$ cat src/sss_pkg.sv
// constants shared by the soft stop and start input logic
package sss_pkg;
  // ---------------------------------------------------------------
  // widths
  // ---------------------------------------------------------------
  localparam int VEL_W = 16;
  localparam int TD_W = 16;
  localparam int CNT_W = 16;
  // ---------------------------------------------------------------
  // timing: clock period and the unit of the decel time setting
  // ---------------------------------------------------------------
  localparam int CLK_PERIOD_NS = 100;
  localparam int TD_UNIT_NS = 1000000;
  localparam int TD_UNIT_CYCLES = TD_UNIT_NS / CLK_PERIOD_NS;
  // ---------------------------------------------------------------
  // start input action modes
  // ---------------------------------------------------------------
  localparam logic ACT_START_RESUME = 1'b0;
  localparam logic ACT_LEVEL = 1'b1;
  localparam logic ACT_RESET = ACT_START_RESUME;
  // ---------------------------------------------------------------
  // motion states
  // ---------------------------------------------------------------
  typedef enum logic [1:0] {
    SSS_IDLE,
    SSS_RUN,
    SSS_DECEL,
    SSS_PAUSED
  } sss_state_e;
endpackage

$ cat src/sss_ctrl.sv
// soft stop ramp and dedicated start input handling
// Behaviour
// - soft stop ramps to start velocity, then halts
// - soft stop leaves running sequence untouched
// - soft stop from immediate, sequence, network
// - mode 0: start begins sequence, resumes pause
// - mode 1: level; clearing aborts sequence, motion
module sss_ctrl
  import sss_pkg::*;
#(
  parameter int unsigned TICK_CYCLES = sss_pkg::TD_UNIT_CYCLES
) (
  // clock and reset
  input wire logic clk,
  input wire logic rst,
  // soft stop sources
  input wire logic ss_imm,
  input wire logic ss_seq,
  input wire logic ss_net,
  // motion settings and requests
  input wire logic [sss_pkg::VEL_W-1:0] start_velocity,
  input wire logic [sss_pkg::TD_W-1:0] decel_time,
  input wire logic [sss_pkg::VEL_W-1:0] run_velocity,
  input wire logic move_start,
  input wire logic pause_cmd,
  // pins
  input wire logic start_pin,
  input wire logic pause_pin,
  // start action setting
  input wire logic action_wr,
  input wire logic action_val,
  // sequence engine
  input wire logic seq_done,
  output logic seq_running,
  output logic seq_start,
  output logic seq_abort,
  // motor side
  output logic [sss_pkg::VEL_W-1:0] vel_out,
  output logic moving,
  output logic start_input_action
);
  import sss_pkg::*;

  // ---------------------------------------------------------------
  // state
  // ---------------------------------------------------------------
  typedef struct packed {
    sss_state_e st;
    logic [VEL_W-1:0] vel;
    logic [VEL_W-1:0] vs;
    logic [VEL_W-1:0] step;
    logic [VEL_W-1:0] paused_vel;
    logic [TD_W-1:0] td_left;
    logic [CNT_W-1:0] tick_cnt;
    logic action;
    logic start_prev;
    logic pause_prev;
    logic seq_run;
    logic seq_start;
    logic seq_abort;
  } sss_regs_s;

  sss_regs_s q, d;
  logic start_s, pause_s;
  logic ss_any, tick, start_rise, start_fall, pause_rise, abort_lvl;
  logic [VEL_W-1:0] diff, next_vel;

  // ---------------------------------------------------------------
  // pin synchronisers
  // ---------------------------------------------------------------
  sss_sync #(.W(2)) u_sync (
    .clk(clk),
    .rst(rst),
    .d({start_pin, pause_pin}),
    .q({start_s, pause_s})
  );

  assign ss_any = ss_imm | ss_seq | ss_net;
  assign tick = (q.tick_cnt == '0);
  assign start_rise = start_s & ~q.start_prev;
  assign start_fall = ~start_s & q.start_prev;
  assign pause_rise = pause_cmd | (pause_s & ~q.pause_prev);
  assign abort_lvl = (q.action == ACT_LEVEL) && start_fall && q.seq_run;
  assign diff = (q.vel > start_velocity) ? q.vel - start_velocity : '0;
  assign next_vel = (q.vel - q.step > q.vs && q.vel > q.step) ? q.vel - q.step : q.vs;

  // ---------------------------------------------------------------
  // next state
  // ---------------------------------------------------------------
  always_comb begin
    d = q;
    d.seq_start = 1'b0;
    d.seq_abort = 1'b0;
    d.start_prev = start_s;
    d.pause_prev = pause_s;
    d.tick_cnt = tick ? CNT_W'(TICK_CYCLES - 1) : q.tick_cnt - 1'b1;
    if (action_wr) begin
      d.action = action_val;
    end
    if (seq_done) begin
      d.seq_run = 1'b0;
    end
    if (start_rise && !q.seq_run) begin
      d.seq_run = 1'b1;
      d.seq_start = 1'b1;
    end
    case (q.st)
      SSS_IDLE: begin
        if (move_start && !ss_any) begin
          d.st = SSS_RUN;
          d.vel = run_velocity;
        end
      end
      SSS_RUN: begin
        if (ss_any) begin
          // ramp slope fixed at entry; zero decel time stops at once
          d.vs = start_velocity;
          d.td_left = decel_time;
          d.step = (decel_time == '0) ? diff : diff / decel_time;
          d.tick_cnt = CNT_W'(TICK_CYCLES - 1);
          d.st = SSS_DECEL;
          if (q.vel <= start_velocity || decel_time == '0) begin
            d.st = SSS_IDLE;
            d.vel = '0;
          end
        end else if (pause_rise) begin
          d.st = SSS_PAUSED;
          d.paused_vel = q.vel;
          d.vel = '0;
        end
      end
      SSS_DECEL: begin
        if (q.td_left == '0) begin
          // ramp has landed on start velocity: halt
          d.st = SSS_IDLE;
          d.vel = '0;
        end else if (tick) begin
          // last tick lands exactly on start velocity, absorbing the remainder
          d.td_left = q.td_left - 1'b1;
          d.vel = (q.td_left == TD_W'(1)) ? q.vs : next_vel;
        end
      end
      SSS_PAUSED: begin
        if (ss_any) begin
          d.st = SSS_IDLE;
        end else if (q.action == ACT_START_RESUME && q.seq_run && start_rise) begin
          d.st = SSS_RUN;
          d.vel = q.paused_vel;
        end
      end
      default: begin
        d.st = SSS_IDLE;
        d.vel = '0;
      end
    endcase
    if (abort_lvl) begin
      d.seq_run = 1'b0;
      d.seq_abort = 1'b1;
      d.st = SSS_IDLE;
      d.vel = '0;
    end
  end

  // ---------------------------------------------------------------
  // registers
  // ---------------------------------------------------------------
  always_ff @(posedge clk or posedge rst) begin
    if (rst) begin
      q <= '{st: SSS_IDLE, action: ACT_RESET, default: '0};
    end else begin
      q <= d;
    end
  end

  assign vel_out = q.vel;
  assign moving = (q.st == SSS_RUN) || (q.st == SSS_DECEL);
  assign seq_running = q.seq_run;
  assign seq_start = q.seq_start;
  assign seq_abort = q.seq_abort;
  assign start_input_action = q.action;
endmodule

$ cat src/sss_sync.sv
// two flip-flop synchroniser for pin inputs
module sss_sync #(
  parameter int W = 1
) (
  // clock and reset
  input wire logic clk,
  input wire logic rst,
  // data
  input wire logic [W-1:0] d,
  output logic [W-1:0] q
);
  logic [W-1:0] meta_q;

  always_ff @(posedge clk or posedge rst) begin
    if (rst) begin
      meta_q <= '0;
      q <= '0;
    end else begin
      meta_q <= d;
      q <= meta_q;
    end
  end
endmodule

$ cat config.mk
export PLATFORM = sky130hd
export DESIGN_NAME = sss_ctrl
export DESIGN_NICKNAME = d
export VERILOG_FILES = /design/src/sss_pkg.sv /design/src/sss_ctrl.sv /design/src/sss_sync.sv
export SDC_FILE = /design/constraint.sdc
export NUM_CORES = 1
export LEC_CHECK = 0
export BUFFER_PORTS_ARGS = -buffer_cell sky130_fd_sc_hd__buf_4
export CAP_MARGIN = 20
export CORE_ASPECT_RATIO = 1.5
export CORE_MARGIN = 2
export CORE_UTILIZATION = 55
export DETAILED_ROUTE_END_ITERATION = 12
export PLACE_DENSITY = 0.73
export SLEW_MARGIN = 5
export SYNTH_ARGS = -nofsm -noshare
export SYNTH_HDL_FRONTEND = slang
export SYNTH_SLANG_ARGS = --single-unit
$ cat constraint.sdc
create_clock -name clk -period 37.2 [get_ports clk]
set_input_delay 3.72 -clock clk [delete_from_list [all_inputs] [get_ports clk]]
set_output_delay 3.72 -clock clk [all_outputs]
set_load 0.1 [all_outputs]
==> impl_metrics.json <==
{
  "critPathArrivalTime_ns": 35.21,
  "power_switching_mw": 0.828,
  "overflow": 0,
  "power_frac_comb_pct": 80.6,
  "drc_errors": 0,
  "worstSetupPathType": "in -> reg",
  "cts-buffers-inserted": 9,
  "setup_tns_ns": 0,
  "cts_tree": "yes",
  "drive_above_1_share_pct": 12.5,
  "root_buffer": "clkbuf_16",
  "drt-pass1-iter-count": 5,
  "reg2reg_to": "q[54]",
  "ys_warn_count": 0,
  "dp_hpwl_um": 33100,
  "crit_required_ns": 37.45,
  "die_h_um": 201,
  "final_common_cell": "ha_1",
  "drv_cap": 0,
  "worstReg2RegStart": "vel_out[1]",
  "die_area_um2": 27100,
  "netlist_area_um2": 14200,
  "postCtsSetupBuffers": 0,
  "io_pins": 81,
  "internal_power_mw": 0.731,
  "fin_crit_ns": 34.96,
  "swShare_pct": 53.1,
  "rsz0062_at_grt": "false",
  "relSlewSlack_pct": 38.0,
  "postRouteAntennaNets": 0,
  "drt_first_iter_violations": 746,
  "startpoint": "start_velocity[0]",
  "syn_nets": 2067,
  "ys_types": 87,
  "grt_pass1_vias": 13400,
  "pwr-share-seq_pct": 13.2,
  "setup_viol": 0,
  "postCtsResizedCells": 0,
  "power_density_nw_per_um2": 102,
  "final_cell_mix": "ha_1 (193), nor2_1 (167), a21oi_1 (157)",
  "worst_pin_slew_ns": 0.930,
  "cts.sinks": 108,
  "worst_hold_slack_ns": 0.365,
  "skew_ns": 0.00824,
  "grt_max_degree": 72,
  "clk_pin_slew_ns": 0.07,
  "die_w_um": 135,
  "vias": 13700,
  "power.total_mw": 1.56,
  "drt_wl_total_um": 41600,
  "track_usage_pct": 30.3,
  "num_antenna_cells": 0,
  "crit_path_end_kind": "flop",
  "area_delta_synth_final_pct": 8.33,
  "slew_violations": 0,
  "r2r_cells": 132,
  "post-route-period-util_pct": 94.0,
  "leakage_nw": 7.58,
  "cpMostUsedCell": "ha_1",
  "finalHoldViolations": 0,
  "clkLatencyLatePin_ns": 0.37,
  "peakVddDrop_v": 0.0000681,
  "gp_routability_congestion": 0.959,
  "critPathCapture": "q[54]",
  "start_util_pct": 56.1,
  "synthFlopType": "dfrtp_1",
  "final_cells": 2184,
  "rows": 71,
  "nets": 2106,
  "crit_path_max_incr_delay_ns": 0.47,
  "ys_seq_elements": 108,
  "final_util_pct": 60.8,
  "antenna_found_initial": 0,
  "synth_edf_count": 0,
  "port_buffers": 80,
  "htreeDepth": 3,
  "avgSynthCellArea_um2": 7.81,
  "cp_max_fo": 24,
  "post_drt_wl_per_cell_um": 19.1,
  "hp-class": "reg -> reg",
  "slowest_stage": "or3_1",
  "status": "complete, no violations",
  "p_clk_share_pct": 6.2,
  "fp.coreArea_um2": 25200,
  "clock_path_buffers": 2,
  "async_reset_ff_share_pct": 100,
  "synth_cells": 1812,
  "cts.hold.buffers_added": 0,
  "dp.cells": 2168,
  "startpoint_type": "input port",
  "ys_seq_area_share_pct": 19.1,
  "rrSetupSlack_ns": 5.25,
  "timing.fmax_ghz": 0.0286,
  "grt_pass1_wl_um": 66200,
  "vias_per_cell": 6.29
}
area by class of cell:
cell class / instances / area (um^2)
fillers: 2268 / 9890
flip-flops and latches: 108 / 2700
repair buffers: 98 / 736
well taps: 328 / 410
inverters: 128 / 483
clock inverters: 4 / 50.0
multi-input cells: 1506 / 10700
clock buffers: 12 / 236
power by group through the flow:
stage	Combinational (mW)	Sequential (mW)	Clock, mW
finish	1.26	0.205	0.0965
CTS	1.24	0.204	0.0985
detailed placement	1.23	0.206	0
floorplan	0.989	0.197	0
global placement	1.20	0.203	0
global route	1.39	0.211	0.102
critical path: cells and delay by family:
kind            cells  cell delay (ns)
compound gates     72            16.66
fa+ha+maj          18             5.55
buf+inv             8             1.25
mux                 6             1.72
simple gates       29             6.16
cells by family after synthesis:
logic type / count (synthesis) / synth area share [%]
AND/OR/NAND/NOR: 596 / 20.5
adder cells (fa/ha/maj): 195 / 17.3
buffers and inverters: 198 / 5.80
multiplexers: 73 / 5.70
flip-flops: 108 / 19.1
AO/OA/AOI/OAI: 557 / 26.3
XOR/XNOR: 85 / 5.26
synth_stat cells (6+ instances only):
library cell	n	area share, %
a211o_1	6	0.37
a211oi_1	26	1.4
a21o_1	57	3.0
a21oi_1	159	5.6
a221oi_1	11	0.68
a221oi_2	9	0.95
a31oi_1	26	1.1
and2_1	19	0.84
and3_1	12	0.53
buf_2	13	0.46
buf_4	16	0.85
clkbuf_1	38	1.0
dfrtp_1	108	19
ha_1	193	17
inv_1	127	3.4
mux2_2	57	4.5
mux2i_1	15	1.1
nand2_1	136	3.6
nand2b_1	22	0.97
nand3_1	44	1.6
nand4_1	20	0.88
nor2_1	167	4.4
nor2b_1	18	0.80
nor3_1	77	2.7
nor3b_1	9	0.48
nor4_1	11	0.49
o211ai_1	16	0.85
o21a_1	38	2.0
o21ai_0	98	3.5
o21ai_1	6	0.21
o21bai_1	6	0.32
o31a_1	8	0.49
o31ai_1	11	0.58
o41ai_1	6	0.37
or2_2	9	0.40
or3_1	23	1.0
xnor2_1	47	2.9
xor2_1	38	2.4
sequential cells by signal, summed over array words and instances (netlist names):
register / cells
u_sync.q: 2
q: 84
start_input_action: 1
seq_start: 1
vel_out: 16
seq_abort: 1
u_sync.meta_q: 2
seq_running: 1
metrics by stage:
stage	cell area [um^2]	setup slack (ns)
after floorplan	14200	5.02
after detailed placement	15000	0.803
after CTS	15300	1.06
final	15300	2.24
after global placement	15000	1.80
after global routing	15300	0.0390
layer usage:
| metal | GRT usage [%] | up-vias | part of all wire, % | wire [um] |
|---|---|---|---|---|
| met1 | 34.3 | 6469 | 40 | 16700 |
| met3 | 3.43 | 138 | 4.5 | 1860 |
| met5 | 0 | - | 0 | 0 |
| met2 | 54.4 | 404 | 50 | 20600 |
| met4 | 17.3 | 0 | 5.9 | 2480 |
| li1 | - | 6723 | - | - |
how the worst min path moves through the flow:
stage | start | endpoint | slack (ns) | depth (start not counted)
after floorplan | u_sync.meta_q[0] | u_sync.q[0] | 0.33 | 0
after global placement | u_sync.meta_q[1] | u_sync.q[1] | 0.34 | 0
after detailed placement | u_sync.meta_q[1] | u_sync.q[1] | 0.35 | 0
after CTS | u_sync.meta_q[1] | u_sync.q[1] | 0.36 | 0
after global routing | u_sync.meta_q[1] | u_sync.q[1] | 0.39 | 0
final | u_sync.meta_q[1] | u_sync.q[1] | 0.36 | 0
(Power assumes the default switching activity.)
